==> src/verilog/alc_pkg.sv <==
// Purpose: constants and types for the ambient light comparator block
// Assumes: 10 MHz clock, 8-bit register port, 8-bit sensor codes
// Notes: two channels share the trip levels
// Overview of operation
// - channel a code in bits 7:5 picks filter period, 80 ms doubling to 10,240 ms.
// - bit 4 write starts channel a read when sinks run, backlight off.
// - read request bit clears itself once conversion leaves both results valid.
// - read request ignored while backlight enabled; no extra conversion.
// - channel a dark result in bit 3, office result in bit 2.
// - channel a bit 1 enables dark comparator.
// - channel a bit 0 enables office comparator.
// - dark result takes precedence over office result.
// - channel b bits 7:5 pick its filter period with same codes.
// - channel b bit 4 forced read, same conditions, self-clears, ignored if lit.
// - channel b dark result in bit 3, office result in bit 2.
// - channel b bit 1 enables dark, bit 0 enables office comparator.
// - input below office level trips office, backlight to office level.
// - input above office level plus hysteresis returns to daylight level.
// - input below dark level trips dark, backlight to dark level.
package alc_pkg;
	localparam int ALC_CLK_HZ = 10_000_000;
	localparam int ALC_BASE_PERIOD_MS = 80;
	localparam int ALC_BASE_CYCLES = ALC_BASE_PERIOD_MS * (ALC_CLK_HZ / 1000);
	localparam int ALC_TIMER_W = 27;
	localparam logic [7:0] ALC_ADDR_CFG_A = 8'h1b;
	localparam logic [7:0] ALC_ADDR_CFG_B = 8'h1c;
	localparam int ALC_SENSOR_A_DEBOUNCE_PERIOD_LSB = 5;
	localparam int ALC_FORCE_BIT = 4;
	localparam int ALC_DARK_RES_BIT = 3;
	localparam int ALC_OFFICE_RES_BIT = 2;
	localparam int ALC_DARK_ON_BIT = 1;
	localparam int ALC_OFFICE_ON_BIT = 0;
	localparam logic [7:0] ALC_CFG_RESET = 8'h00;

	typedef enum logic [1:0] {
		ALC_DAYLIGHT,
		ALC_OFFICE,
		ALC_DARK
	} alc_level_type;

	typedef struct packed {
		logic [2:0] period;
		logic force_rd;
		logic dark_res;
		logic office_res;
		logic dark_on;
		logic office_on;
	} alc_cfg_type;

	typedef struct packed {
		logic wr;
		logic [7:0] addr;
		logic [7:0] wdata;
	} alc_req_type;

	typedef struct packed {
		logic [7:0] level;
		logic [7:0] hyst;
		logic [7:0] dark;
	} alc_trip_type;

	typedef struct packed {
		alc_cfg_type cfg;
		logic [ALC_TIMER_W-1:0] timer;
		logic [7:0] sync1;
		logic [7:0] sync2;
		alc_level_type level;
	} alc_chan_type;

	typedef struct packed {
		alc_chan_type [1:0] ch;
		logic [7:0] rdata;
	} alc_state_type;
endpackage

==> src/verilog/alc_top.sv <==
// Purpose: configuration, forced reads and comparators for two light inputs
// Assumes: light inputs are pin-side codes, synchronised here
// Notes: register reads return one cycle after the address is presented
`timescale 1ns/1ps
module alc_top #(
	parameter int BASE_CYCLES = alc_pkg::ALC_BASE_CYCLES
) (
	// clock and reset
	input wire logic clk,
	input wire logic rst,
	// register port
	input wire alc_pkg::alc_req_type req,
	output logic [7:0] rdata,
	// sensor pins
	input wire logic [7:0] light_input_a,
	input wire logic [7:0] light_input_b,
	// system status and trip levels
	input wire logic backlight_on,
	input wire logic sinks_running,
	input wire alc_pkg::alc_trip_type trip,
	// resulting backlight level per channel
	output alc_pkg::alc_level_type level_a,
	output alc_pkg::alc_level_type level_b
);
	import alc_pkg::*;

	alc_state_type state_q;
	alc_state_type state_d;

	function automatic logic [7:0] cfg_byte(input alc_cfg_type c);
		cfg_byte = {c.period, c.force_rd, c.dark_res, c.office_res,
			c.dark_on, c.office_on};
	endfunction

	function automatic logic [ALC_TIMER_W-1:0] period_cycles(
		input logic [2:0] code);
		logic [ALC_TIMER_W-1:0] base;
		base = ALC_TIMER_W'(BASE_CYCLES);
		period_cycles = base << code;
	endfunction

	logic [1:0][7:0] pins;
	assign pins[0] = light_input_a;
	assign pins[1] = light_input_b;

	always_comb begin
		logic [8:0] upper;
		logic [7:0] smp;
		logic hit;
		logic go;
		upper = 9'(trip.level) + 9'(trip.hyst);
		smp = 8'h00;
		hit = 1'b0;
		go = 1'b0;
		state_d = state_q;
		for (int i = 0; i < 2; i++) begin
			state_d.ch[i].sync1 = pins[i];
			state_d.ch[i].sync2 = state_q.ch[i].sync1;
			smp = state_q.ch[i].sync2;
			hit = (state_q.ch[i].timer >=
				period_cycles(state_q.ch[i].cfg.period) - 1'b1);
			state_d.ch[i].timer = hit ? '0 :
				state_q.ch[i].timer + 1'b1;
			// automatic conversions only while lit; forced only while dark
			go = (hit && backlight_on) ||
				(state_q.ch[i].cfg.force_rd && !backlight_on);
			if (go) begin
				state_d.ch[i].cfg.dark_res = state_q.ch[i].cfg.dark_on &&
					(smp < trip.dark);
				if (!state_q.ch[i].cfg.office_on) begin
					state_d.ch[i].cfg.office_res = 1'b0;
				end else if (smp < trip.level) begin
					state_d.ch[i].cfg.office_res = 1'b1;
				end else if (9'(smp) > upper) begin
					state_d.ch[i].cfg.office_res = 1'b0;
				end
				// results are valid the same edge the request drops
				state_d.ch[i].cfg.force_rd = 1'b0;
			end
			if (state_d.ch[i].cfg.dark_res) begin
				state_d.ch[i].level = ALC_DARK;
			end else if (state_d.ch[i].cfg.office_res) begin
				state_d.ch[i].level = ALC_OFFICE;
			end else begin
				state_d.ch[i].level = ALC_DAYLIGHT;
			end
			if (req.wr && req.addr == (i == 0 ? ALC_ADDR_CFG_A :
				ALC_ADDR_CFG_B)) begin
				state_d.ch[i].cfg.period =
					req.wdata[ALC_SENSOR_A_DEBOUNCE_PERIOD_LSB +: 3];
				state_d.ch[i].cfg.dark_on =
					req.wdata[ALC_DARK_ON_BIT];
				state_d.ch[i].cfg.office_on =
					req.wdata[ALC_OFFICE_ON_BIT];
				// result bits untouched by writes
				// a set in the clearing cycle wins over the clear
				if (req.wdata[ALC_FORCE_BIT] && sinks_running &&
					!backlight_on) begin
					state_d.ch[i].cfg.force_rd = 1'b1;
				end
			end
		end
		case (req.addr)
			ALC_ADDR_CFG_A: state_d.rdata = cfg_byte(state_q.ch[0].cfg);
			ALC_ADDR_CFG_B: state_d.rdata = cfg_byte(state_q.ch[1].cfg);
			default: state_d.rdata = 8'h00;
		endcase
	end

	always_ff @(posedge clk) begin
		if (rst) begin
			for (int i = 0; i < 2; i++) begin
				state_q.ch[i].cfg <= alc_cfg_type'(ALC_CFG_RESET);
				state_q.ch[i].timer <= '0;
				state_q.ch[i].sync1 <= 8'h00;
				state_q.ch[i].sync2 <= 8'h00;
				state_q.ch[i].level <= ALC_DAYLIGHT;
			end
			state_q.rdata <= 8'h00;
		end else begin
			state_q <= state_d;
		end
	end

	assign rdata = state_q.rdata;
	assign level_a = state_q.ch[0].level;
	assign level_b = state_q.ch[1].level;
endmodule

==> config.mk <==
export PLATFORM = sky130hd
export DESIGN_NAME = alc_top
export DESIGN_NICKNAME = d
export VERILOG_FILES = /design/src/verilog/alc_pkg.sv /design/src/verilog/alc_top.sv
export SDC_FILE = /design/constraint.sdc
export NUM_CORES = 1
export LEC_CHECK = 0
export BUFFER_PORTS_ARGS = -buffer_cell sky130_fd_sc_hd__buf_2
export CAP_MARGIN = 15
export CORE_MARGIN = 3
export CORE_UTILIZATION = 30
export CTS_CLUSTER_SIZE = 20
export DETAILED_ROUTE_END_ITERATION = 12
export GPL_ROUTABILITY_DRIVEN = 0
export REMOVE_ABC_BUFFERS = 1
export SLEW_MARGIN = 0
export SYNTH_ARGS = -nofsm -noshare
export SYNTH_HDL_FRONTEND = slang
export SYNTH_SLANG_ARGS = --single-unit
==> constraint.sdc <==
create_clock -name clk -period 7.16 [get_ports clk]
set_input_delay 1.074 -clock clk [delete_from_list [all_inputs] [get_ports clk]]
set_output_delay 1.074 -clock clk [all_outputs]
set_load 0.01 [all_outputs]
---- Word level (Yosys, flattened, before mapping) ----
Cells that the tools add are included.
word-level totals
  flip-flop bits (word level) ............. 114
  input bits .............................. 61
  output and inout bits ................... 12
  logic and storage cells ................. 74
cells by class
  add/subtract/negate cells ............... 5
  $lt $le $gt $ge ......................... 8
  equality and inequality tests ........... 2
  shift-type cells ........................ 2
  multiplexer cells ....................... 17
  reductions and logical operators ........ 17
operator list
  kind                   number
  $add 27x1->27 const B  2
  $ge 27x27->1           2
  $shl 20x3->27 const A  2
  $sub 27x1->27 const B  2
  $lt 8x8->1             4
  $gt 8x9->1             2
  $eq 8x5->1 const B     2
  $pmux 8 s2             1
  $mux 1                 12
  $logic_and 1x1->1      10
  $add 8x8->9            1
  $reduce_or 2->1        4
  $mux 3                 2
  $mux 2                 2
  $logic_or 1x1->1       2
  $logic_not 1->1        1

---- Longest topological paths before layout ----
Gate-level depths: netlist of the first run.
  depth after elaboration ................. 8
  depth in mapped cells ................... 17
  mapped depth without buffers ............ 15

---- Least setup slack after synthesis of the first run ----
No wires, ideal clock.
  kind .................................... flip-flop to flip-flop
  start ................................... reg state_q[59] in the netlist's numbering
  end ..................................... reg state_q, in the netlist level_a[0]
  library setup time ...................... 129 ps
  data arrival time ....................... 3647 ps
  slack ................................... 3383 ps
  cell stages (with the launch flop) ...... 16
  buffers on the path ..................... 1
  cells stage by stage .................... dfxtp_1 -> inv_1 -> ha_1 -> nor4_2 -> o221a_2 -> and3_1 -> buf_2 -> nand2_1 -> a31o_2 -> ha_1 -> and4_1 -> or3b_2 -> o41a_1 -> o2111ai_2 -> and2b_1 -> o32ai_1
on the way
  word-level cells in the longest chain between the ends .. 7
  elaborated cells between the ends (all ways) .. 8
  classes of those cells .................. add/sub: 1; order compare: 1; shift: 1; mux: 2; reduce/logical: 3
ends and longest elaborated chain
  what                                              RTL line        text
  start: declaration                                alc_top.sv:27   alc_state_type state_q;
  start signal: assignment                          alc_top.sv:121  state_q <= state_d;
  $shl 20x3->27 (*)                                 alc_top.sv:39   period_cycles = base << code;
  $sub 27x1->27 (*)                                 alc_top.sv:61   period_cycles(state_q.ch[i].cfg.period) - 1'b1);
  $ge 27x27->1 (*)                                  alc_top.sv:60   hit = (state_q.ch[i].timer >=
  $logic_and 1x1->1 (*)                             alc_top.sv:65   go = (hit && backlight_on) ||
  $logic_or 1x1->1 (*)                              alc_top.sv:65
  $mux 3 (*)                                        alc_top.sv:67   if (go) begin
  $mux 1 / $reduce_or 2->1 (equally long branches)  -
Mark *: on every way between the ends. The rest lies on a longest branch, timed or not.
A chain may end at the register's enable or synchronous reset.

---- Final worst setup path of the first run ----
  start ................................... reg state_q[111] in the netlist's numbering
  end ..................................... reg state_q[83] in the netlist's numbering
on the way
  word-level cells in the longest chain between the ends .. 4
ends and longest elaborated chain
  what                              RTL line
  $shl 20x3->27                     alc_top.sv:39
  $sub 27x1->27                     alc_top.sv:61
  $ge 27x27->1                      alc_top.sv:60
  $reduce_or 2->1 (no source line)  -
No other way between the ends.

==> results of run 1 <==
flip-flops by register name, indices dropped and copies added (netlist names):
name     cells
state_q     86
rdata        8
state_d     16
level_a      1
level_b      1
layout by cell type (no fill, tap or decap), drive strengths merged, types with 8 or more instances in the layout:
| cell type | count |
|---|---|
| nand2 | 59 |
| buf | 73 |
| nor3 | 20 |
| clkbuf | 9 |
| and4 | 8 |
| ha | 112 |
| o2111ai | 8 |
| dfxtp | 112 |
| nor2b | 36 |
| a21oi | 44 |
| inv | 39 |
| a22oi | 9 |
| xor2 | 44 |
| xnor2 | 36 |
| o21ai | 29 |
| nor2 | 97 |
| nand4 | 23 |
| and3 | 16 |
| nand3 | 50 |
synth_stat cells (all sizes together), types with 4 or more instances:
cell type  count
a211oi         6
a21o           7
a21oi         44
a22oi          9
and2           4
and3          16
and4           8
buf           24
clkbuf        12
dfxtp        112
ha           112
inv           34
nand2         59
nand3         50
nand3b         4
nand4         23
nor2          97
nor2b         36
nor3          20
nor3b          4
nor4           6
nor4b          6
o2111ai        8
o211ai         4
o21ai         29
xnor2         36
xor2          44
final cells by class:
type	count	area [µm²]	area share
multi-input cells	676	4870	0.585
repair buffers	73	373	0.0448
well taps	324	405	0.0487
clock buffers	9	225	0.0270
inverters	35	131	0.0158
clock inverters	7	82.6	0.00991
flip-flops and latches	112	2240	0.269
logic make-up (layout without fill, tap and decap cells):
logic type               after synthesis  in the layout  share of synthesized area
AO/OA/AOI/OAI                        134            134                      0.118
flip-flops                           112            112                      0.301
buffers and inverters                 71            124                     0.0457
AND/OR/NAND/NOR                      346            346                      0.246
adder cells (fa/ha/maj)              113            113                      0.191
multiplexers                           3              3                    0.00403
XOR/XNOR                              80             80                     0.0941
power by group through the flow:
| stage | Clock (mW) | Sequential [mW] | Combinational [mW] |
|---|---|---|---|
| floorplan | 0 | 0.654 | 0.0845 |
| CTS | 0.547 | 0.642 | 0.133 |
| detailed placement | 0 | 0.657 | 0.132 |
| finish | 0.526 | 0.642 | 0.132 |
| global route | 0.574 | 0.644 | 0.152 |
| global placement | 0 | 0.657 | 0.130 |
metal layers:
layer | track usage | routed length, µm | vias up
li1 | - | - | 3128
met1 | 0.163 | 7720 | 2705
met2 | 0.206 | 7420 | 90
met3 | 0.0363 | 737 | 16
met4 | 0.0261 | 152 | 4
met5 | 0 | 21 | -
worst min-delay path by stage:
| stage | from | slack [ps] | endpoint | depth (start not counted) |
|---|---|---|---|---|
| CTS | state_d[13] | 440 | state_q[13] | 1 |
| floorplan | state_d[10] | 410 | state_q[10] | 1 |
| detailed placement | state_d[12] | 420 | state_q[12] | 1 |
| global placement | state_d[64] | 420 | state_q[64] | 1 |
| global route | state_d[10] | 460 | state_q[10] | 1 |
| finish | state_d[13] | 440 | state_q[13] | 1 |
critical path, cell delays in order (launching register included):
cell and delay [ps]:
dfxtp_1 510, inv_1 180, ha_1 450, nor3b_1 280, o221ai_2 210, nor4_4 370
nand4b_2 210, nor3_1 180, a21oi_1 60, ha_1 340, nand4_1 170, nor3_1 250
o41ai_1 180, and3_1 260, nand2_1 680, nor2_1 110
==> impl_metrics.py, run 1 <==
metrics = {
    "clock_network": {
        "clkLatencyLatePin_ps": 360,
        "worst_setup_hold_path_clk_slew_ps": 80,
        "clock_path_buffers": 2,
        "cts_tree": "done",
        "cts_inserted_buffers": 9,
        "hold_buffers": 0,
        "cts_sinks": 112,
        "cts_htree_levels": 3,
        "clock-root-buffer": "clkbuf_16",
        "post_cts_resized": 0,
        "post_cts_buffers": 0,
    },
    "die": {
        "pin_count": 73,
        "start_util": 0.305,
        "fp.dieW_um": 164,
        "die_area_um2": 26800,
        "core_um2": 24400,
        "die_h_um": 164,
        "rows": 57,
    },
    "cells_and_area": {
        "nFillCells": 2597,
        "n_antenna_cell": 0,
        "fin_util": 0.341,
        "area_growth_pct": 11.8,
        "drive_above_1_share": 0.123,
        "final_area_um2": 8330,
        "final_nets": 1081,
        "stdcell_count": 1236,
    },
    "timing": {
        "setup_tns_ps": 0,
        "fmax_ghz": 0.218,
        "post-route-period-util": 0.642,
        "fin_hold_ws_ps": 437,
        "slew_viol_final": 0,
        "hold_viol": 0,
        "rsz0062_at_grt": "no",
        "relSlewSlack": 0.384,
        "setup_viol": 0,
        "fin_ws_ps": 2560,
        "tightest_slew_ps": 923,
        "skew_ps": 6.84,
        "min_period_ps": 4600,
    },
    "routing": {
        "drt-pass1-iter-count": 4,
        "wirelength_mm": 16.1,
        "drc_errors": 0,
        "initialDrtViolationCount": 307,
        "detail_route.wl_per_cell_um": 13.0,
        "post_drt_via_cell_ratio": 4.81,
        "vias": 5943,
        "antenna_left": 0,
    },
    "critical_path": {
        "startpoint": "state_q[111]",
        "reg2reg_to": "state_q[83]",
        "reg2reg_setup_slack_ps": 2560,
        "cp-start-kind": "register",
        "worst_setup_path_endpoint": "state_q[83]",
        "crit_type": "register to register",
        "setup.worst_path.end_class": "register",
        "cp.required_ps": 7370,
        "worstPathMaxFanout": 26,
        "crit_arrival_ps": 4810,
        "r2r_cells": 15,
        "timing.rr.start": "state_q[111]",
    },
    "placement": {
        "dp_hpwl_mm": 12.6,
        "dp.cells": 1220,
        "place_ws_ps": 2480,
        "port_buffers": 70,
        "post_dp_cell_area_um2": 8020,
    },
    "synth": {
        "synthesis.area_um2": 7450,
        "syn_inst": 859,
        "ys_seq_area_frac": 0.301,
        "ys_ff_latch": 112,
        "yosysTopAreaCell": "dfxtp_1",
        "netlist.area_leader.share": 0.301,
        "yosysUniqueCellTypes": 69,
        "synth_top_flop_cell": "dfxtp_1",
        "synthTopCellsByArea": "dfxtp_1 (30%), ha_1 (19%), xor2_1 (5.2%), nor2_1 (4.8%), xnor2_1 (4.2%)",
        "syn_area_per_cell_um2": 8.67,
        "synth-async-reset-ratio": 0,
        "synth_warnings": 0,
        "synth-edff-count": 0,
    },
    "outcome": {
        "status": "finished, final reports clean",
    },
    "global_route": {
        "grt_pass1_vias": 5711,
        "track_usage": 0.125,
        "grt_pass1_wl_mm": 27.6,
        "grt_max_degree": 54,
        "antenna_found_initial": 2,
        "grt_remaining_overflow": 0,
    },
    "power": {
        "p_per_area_nw_per_um2": 156,
        "leakage_nw": 3.43,
        "p_int_mw": 0.971,
        "swShare": 0.254,
        "comb_power_share": 0.102,
        "switching_power_mw": 0.330,
        "p_seq_frac": 0.494,
        "max-vdd-ir-drop_mv": 0.0897,
        "finalPower_mw": 1.30,
        "clock_power_share": 0.405,
    },
    "run": {
        "maxCapViolCount": 0,
    },
    "hold_path": {
        "hp-class": "register to register",
    },
}
No activity file was read; power rests on OpenSTA's default activity.
==> run 2, diff against run 1 <==
--- a/config.mk
+++ b/config.mk
@@ -5,6 +5,7 @@
 export SDC_FILE = /design/constraint.sdc
 export NUM_CORES = 1
 export LEC_CHECK = 0
+export ABC_AREA = 1
 export BUFFER_PORTS_ARGS = -buffer_cell sky130_fd_sc_hd__buf_2
 export CAP_MARGIN = 15
 export CORE_MARGIN = 3
==> constraint.sdc (replaced) <==
create_clock -name clk -period 4.36 [get_ports clk]
set_input_delay 0.654 -clock clk [delete_from_list [all_inputs] [get_ports clk]]
set_output_delay 0.654 -clock clk [all_outputs]
set_load 0.01 [all_outputs]
==> run 2 against run 1 <==
Critical path depth increased by 8. Core utilization increased by 0.62 points. Sequential power increased by 64%. Hold slack got worse by 37 ps. Setup slack got worse by 2100 ps. Cell area increased by 6.6%. Critical path type unchanged. Die area increased by 6.0%.
==> impl_metrics.py, run 2 <==
metrics = {
    "cells_and_area": {
        "final_nets": 1375,
        "largest_reg_flops": 86,
        "n_antenna_cell": 0,
        "final_common_cell": "nand2_1",
        "regArea_um2": 2240,
        "final_cell_mix": "nand2_1 (231), inv_1 (174), nor2_1 (169), ha_1 (112), dfxtp_1 (111)",
        "area_growth_pct": 12.2,
        "multi_input_area_um2": 4850,
        "final_area_um2": 8880,
        "stdcell_count": 1536,
        "drive_above_1_share": 0.100,
        "top_register": "state_q",
        "nFillCells": 2752,
    },
    "critical_path": {
        "worstPathMaxFanout": 27,
        "setup.worst_path.end_class": "register",
        "cp-start-kind": "register",
        "reg2reg_setup_slack_ps": 510,
        "r2r_cells": 23,
        "reg2reg_to": "state_q[83]",
        "timing.rr.start": "state_q[111]",
        "crit_arrival_ps": 4110,
        "cp.required_ps": 4620,
        "crit_type": "register to register",
    },
    "placement": {
        "dp.cells": 1520,
        "post_dp_cell_area_um2": 8570,
        "port_buffers": 70,
        "dp_hpwl_mm": 13.8,
        "place_ws_ps": 289,
    },
    "synth": {
        "synth_top_flop_cell": "dfxtp_1",
        "yosysMostFrequentCell": "nand2_1",
        "synthTopCellsByArea": "dfxtp_1 (28%), ha_1 (18%), nand2_1 (11%), inv_1 (8.3%), nor2_1 (8.0%)",
        "synth-edff-count": 0,
        "synthesis.area_um2": 7910,
        "syn_area_per_cell_um2": 6.94,
        "synth-async-reset-ratio": 0,
        "syn_inst": 1141,
        "ys_seq_area_frac": 0.283,
        "ys_ff_latch": 112,
        "netlist.area_leader.share": 0.283,
        "yosysTopAreaCell": "dfxtp_1",
        "yosysUniqueCellTypes": 42,
        "synth_warnings": 0,
        "synth_common_cells": "nand2_1 (231), inv_1 (174), nor2_1 (169)",
    },
    "run": {
        "maxCapViolCount": 0,
    },
    "clock_network": {
        "hold_buffers": 0,
        "clock-root-buffer": "clkbuf_16",
        "cts_sinks": 112,
        "clkLatencyLatePin_ps": 370,
        "cts_tree": "done",
        "clock_path_buffers": 2,
        "cts_htree_levels": 3,
        "cts_inserted_buffers": 9,
        "worst_setup_hold_path_clk_slew_ps": 80,
        "post_cts_buffers": 0,
    },
    "global_route": {
        "track_usage": 0.122,
        "grt_pass1_vias": 6392,
        "grt_pass1_wl_mm": 29.4,
        "grt_remaining_overflow": 0,
        "antenna_found_initial": 0,
        "grt_max_degree": 51,
    },
    "die": {
        "start_util": 0.310,
        "rows": 58,
        "fp.dieW_um": 168,
        "core_um2": 25500,
        "die_area_um2": 28400,
        "pin_count": 73,
        "die_h_um": 168,
    },
    "timing": {
        "fin_ws_ps": 510,
        "rsz0062_at_grt": "no",
        "fmax_ghz": 0.260,
        "slew_viol_final": 0,
        "hold_viol": 0,
        "setup_tns_ps": 0,
        "post-route-period-util": 0.883,
        "tightest_slew_ps": 584,
        "relSlewSlack": 0.610,
        "setup_viol": 0,
        "min_period_ps": 3850,
        "skew_ps": 9.05,
    },
    "routing": {
        "drc_errors": 0,
        "initialDrtViolationCount": 291,
        "wirelength_mm": 17.1,
        "post_drt_via_cell_ratio": 4.48,
        "drt-pass1-iter-count": 5,
        "vias": 6881,
        "detail_route.wl_per_cell_um": 11.1,
        "antenna_left": 0,
    },
    "outcome": {
        "status": "finished, final reports clean",
    },
    "power": {
        "finalPower_mw": 2.13,
        "p_per_area_nw_per_um2": 240,
        "max-vdd-ir-drop_mv": 0.168,
        "leakage_nw": 4.21,
    },
    "hold_path": {
        "hold_start": "state_d[15]",
        "worstHoldPathCells": 2,
        "hp-class": "register to register",
        "worstHoldEndpoint": "state_q[15]",
    },
}
-- run 2: cell count changes after synthesis, sizes merged, moves of 15 or more --
cell   change
xor2      -21
nor2      +80
inv      +144
a21oi     +32
nor2b     -36
nand2    +178
and3      -15
-- run 2: report_power, final --
part           internal, mW  switching, mW  total, mW
Sequential             1.04         0.0126       1.05
Combinational        0.0957          0.134      0.229
Clock                 0.415          0.435      0.850
Total                  1.55          0.581       2.13
-- run 2: worst max-delay path by stage --
stage / from / end / slack (ps) / cells after the start
floorplan: state_q[112] / state_q[83] / 510 / 22
global placement: state_q[111] / state_q[83] / 360 / 23
detailed placement: state_q[111] / state_q[83] / 290 / 23
CTS: state_q[111] / state_q[83] / 260 / 23
global route: state_q[59] / state_q[55] / 60 / 23
finish: state_q[111] / state_q[83] / 510 / 23
-- run 2: routing by layer --
metal / vias up / share of wire / GRT usage
met4: 0 / 0.012 / 0.0299
li1: 3739 / - / -
met2: 82 / 0.46 / 0.203
met3: 13 / 0.031 / 0.0178
met5: - / 0 / 0
met1: 3047 / 0.50 / 0.168
-- run 2: critical path, cell delays in order (launching register included) --
cell,delay [ps]
dfxtp_2,400
inv_1,130
ha_1,280
o21ai_1,220
o21ai_0,240
nor3_4,330
nand2_2,120
nor2_4,110
inv_2,60
nor2_4,120
nand2_1,60
nand2_1,60
inv_1,40
ha_1,280
nand2_1,70
nor2_1,170
nand2_1,70
or2_2,270
nor2_1,110
nor2_1,90
nand3_1,150
buf_12,190
o21bai_1,130
a21oi_1,50
-- run 2: cells by family (layout without fill, tap and decap cells) --
family / Yosys count / in the layout / synth area share
fa+ha+maj: 113 / 113 / 0.180
flops: 112 / 112 / 0.283
buf+inv: 205 / 270 / 0.104
simple gates: 543 / 543 / 0.298
xor+xnor: 47 / 47 / 0.0530
compound gates: 121 / 121 / 0.0821
-- run 2: repair_timing --
action	in CTS	in global routing
resized for setup	0	3
hold endpoints to repair	0	0
setup endpoints to repair	0	22
-- run 2: area by class of cell --
type | count | share of cell area
Multi-Input combinational cell | 824 | 0.546
Sequential cell | 112 | 0.253
Inverter | 180 | 0.0761
Tap cell | 330 | 0.0465
Timing Repair Buffer | 74 | 0.0442
Clock buffer | 9 | 0.0254
Clock inverter | 7 | 0.00972
-- run 2: metrics by stage --
stage | utilization | hold WS, ps
finish | 0.348 | 400
global route | 0.348 | 426
CTS | 0.348 | 405
detailed placement | 0.335 | 394
global placement | 0.335 | 390
floorplan | - | 388
==> run 3, diff against run 2 <==
--- a/config.mk
+++ b/config.mk
@@ -13,6 +13,7 @@
 export CTS_CLUSTER_SIZE = 20
 export DETAILED_ROUTE_END_ITERATION = 12
 export GPL_ROUTABILITY_DRIVEN = 0
+export RECOVER_POWER = 100
 export REMOVE_ABC_BUFFERS = 1
 export SLEW_MARGIN = 0
 export SYNTH_ARGS = -nofsm -noshare
==> run 3 against run 2 <==
Cell count is the same. Wire length grew 0.15%. Combinational power is essentially flat. Sequential power is essentially flat. Total power is essentially flat. Register-to-register slack lost 70 ps. Non-clock buffer count is the same.
==> impl_metrics.py, run 3 (synthesis results as in run 2) <==
metrics = {
    "cells_and_area": {
        "largest_reg_flops": 86,
        "top_register": "state_q",
        "nFillCells": 2760,
        "multi_input_area_um2": 4840,
        "final_common_cell": "nand2_1",
        "regArea_um2": 2240,
        "final_nets": 1375,
        "final_cell_mix": "nand2_1 (232), inv_1 (174), nor2_1 (169), ha_1 (112), dfxtp_1 (111)",
        "fin_util": 0.347,
        "area_growth_pct": 11.9,
        "drive_above_1_share": 0.0896,
        "final_area_um2": 8860,
        "n_antenna_cell": 0,
    },
    "critical_path": {
        "cp.buffers_inverters": 4,
        "critical_path.most_common_cell": "nand2_1",
        "crit_chain": "inv_1 -> ha_1 -> o21ai_1 -> o21ai_0 -> nor3_2 -> nand2_1 -> nor2_4 -> inv_2 -> nor2_4 -> nand2_1 -> nand2_1 -> inv_1 -> ha_1 -> nand2_1 -> nor2_1 -> nand2_1 -> or2_2 -> nor2_1 -> nor2_1 -> nand3_1 -> buf_12 -> o21bai_1 -> a21oi_1",
        "slowest_stage": "dfxtp_2",
        "r2r_cells": 23,
        "setup.worst_path.end_class": "register",
        "cp.required_ps": 4620,
        "worstPathMaxFanout": 27,
        "crit_cells": 23,
        "startpoint": "state_q[111]",
        "crit_type": "register to register",
        "slowest_delay_ps": 400,
        "cp-start-kind": "register",
        "timing.rr.start": "state_q[111]",
        "worst_setup_path_endpoint": "state_q[83]",
        "reg2reg_to": "state_q[83]",
        "reg2reg_setup_slack_ps": 440,
        "cpLargestDelayFamily": "simple AND/OR/NAND/NOR gates",
        "crit_arrival_ps": 4180,
    },
    "run": {
        "maxCapViolCount": 0,
    },
    "routing": {
        "drc_errors": 0,
        "detail_route.wl_per_cell_um": 11.1,
        "vias": 6871,
        "wirelength_mm": 17.1,
        "initialDrtViolationCount": 278,
        "antenna_left": 0,
        "drt-pass1-iter-count": 5,
        "post_drt_via_cell_ratio": 4.47,
    },
    "timing": {
        "min_period_ps": 3920,
        "rsz0062_at_grt": "no",
        "fmax_ghz": 0.255,
        "tightest_slew_ps": 577,
        "hold_viol": 0,
        "setup_tns_ps": 0,
        "slew_viol_final": 0,
        "setup_viol": 0,
        "post-route-period-util": 0.899,
        "relSlewSlack": 0.615,
        "skew_ps": 9.06,
    },
    "outcome": {
        "status": "finished, final reports clean",
    },
    "clock_network": {
        "clkLatencyLatePin_ps": 370,
        "cts_htree_levels": 3,
        "cts_inserted_buffers": 9,
        "clock-root-buffer": "clkbuf_16",
        "worst_setup_hold_path_clk_slew_ps": 80,
        "cts_tree": "done",
        "hold_buffers": 0,
        "clock_path_buffers": 2,
        "cts_sinks": 112,
    },
    "global_route": {
        "antenna_found_initial": 0,
        "grt_pass1_vias": 6392,
        "met1_usage": 0.168,
        "grt_max_degree": 51,
        "met3_usage": 0.0178,
        "grt_pass1_wl_mm": 29.4,
        "top_usage_layer": "met2",
        "grt_remaining_overflow": 0,
        "track_usage": 0.122,
        "met2_usage": 0.203,
    },
    "die": {
        "die_h_um": 168,
        "pin_count": 73,
        "rows": 58,
        "die_area_um2": 28400,
        "core_um2": 25500,
        "start_util": 0.310,
        "fp.dieW_um": 168,
    },
    "power": {
        "p_per_area_nw_per_um2": 241,
        "max-vdd-ir-drop_mv": 0.168,
        "leakage_nw": 4.15,
    },
    "hold_path": {
        "hp-class": "register to register",
        "worstHoldPathCells": 2,
    },
    "placement": {
        "port_buffers": 70,
        "post_dp_cell_area_um2": 8570,
        "dp_hpwl_mm": 13.8,
    },
}
==> run 3: cell count changes in the layout (fill, tap and decap cells not counted) <==
cell      before  now
nor3_2         1    2
buf_2         70   58
nand2_1      231  232
clkbuf_1       0   12
nor3_4         1    0
nand2_2        5    4
==> run 3: what timing repair did <==
| action | in CTS | in global routing |
|---|---|---|
| resized for setup | 0 | 3 |
| setup buffers | 0 | 0 |
| setup endpoints to repair | 0 | 22 |
==> run 3: through the flow <==
stage	setup slack (ps)	std cells	hold slack [ps]	total power, mW
floorplan	510	1116	388	1.22
global placement	358	1520	390	1.30
detailed placement	289	1520	394	1.31
CTS	256	1536	405	2.18
global route	33.6	1536	426	2.25
finish	443	1536	402	2.13
==> run 3: metal layers <==
layer / vias to the layer above / share of wire
li1: 3740 / -
met1: 3037 / 0.50
met2: 81 / 0.45
met3: 13 / 0.032
met4: 0 / 0.012
met5: - / 0
==> run 3: power by group <==
group          total [mW]  internal [mW]  switching [mW]
combinational       0.230         0.0957           0.134
sequential           1.05           1.04          0.0126
clock               0.852          0.415           0.437
total                2.13           1.55           0.583
==> run 3: how the worst min path moves through the flow <==
| stage | start | endpoint |
|---|---|---|
| final | state_d[15] | state_q[15] |
| after global routing | state_d[16] | state_q[16] |
| after CTS | state_d[15] | state_q[15] |
| after floorplan | state_d[10] | state_q[10] |
| after detailed placement | state_d[11] | state_q[11] |
| after global placement | state_d[11] | state_q[11] |
==> run 3: worst reg2reg max path, cell delays in order (launching register included) <==
cell      delay [ps]
dfxtp_2          400
inv_1            130
ha_1             270
o21ai_1          220
o21ai_0          210
nor3_2           360
nand2_1          180
nor2_4           120
inv_2             60
nor2_4           120
nand2_1           60
nand2_1           60
inv_1             40
ha_1             280
nand2_1           70
nor2_1           170
nand2_1           70
or2_2            270
nor2_1           110
nor2_1            90
nand3_1          150
buf_12           200
o21bai_1         130
a21oi_1           50
==> run 3: final cells by class <==
class,count,area share
flip-flops and latches,112,0.253
well taps,330,0.0466
repair buffers,74,0.0427
clock buffers,9,0.0254
clock inverters,7,0.00975
inverters,180,0.0763
multi-input cells,824,0.546
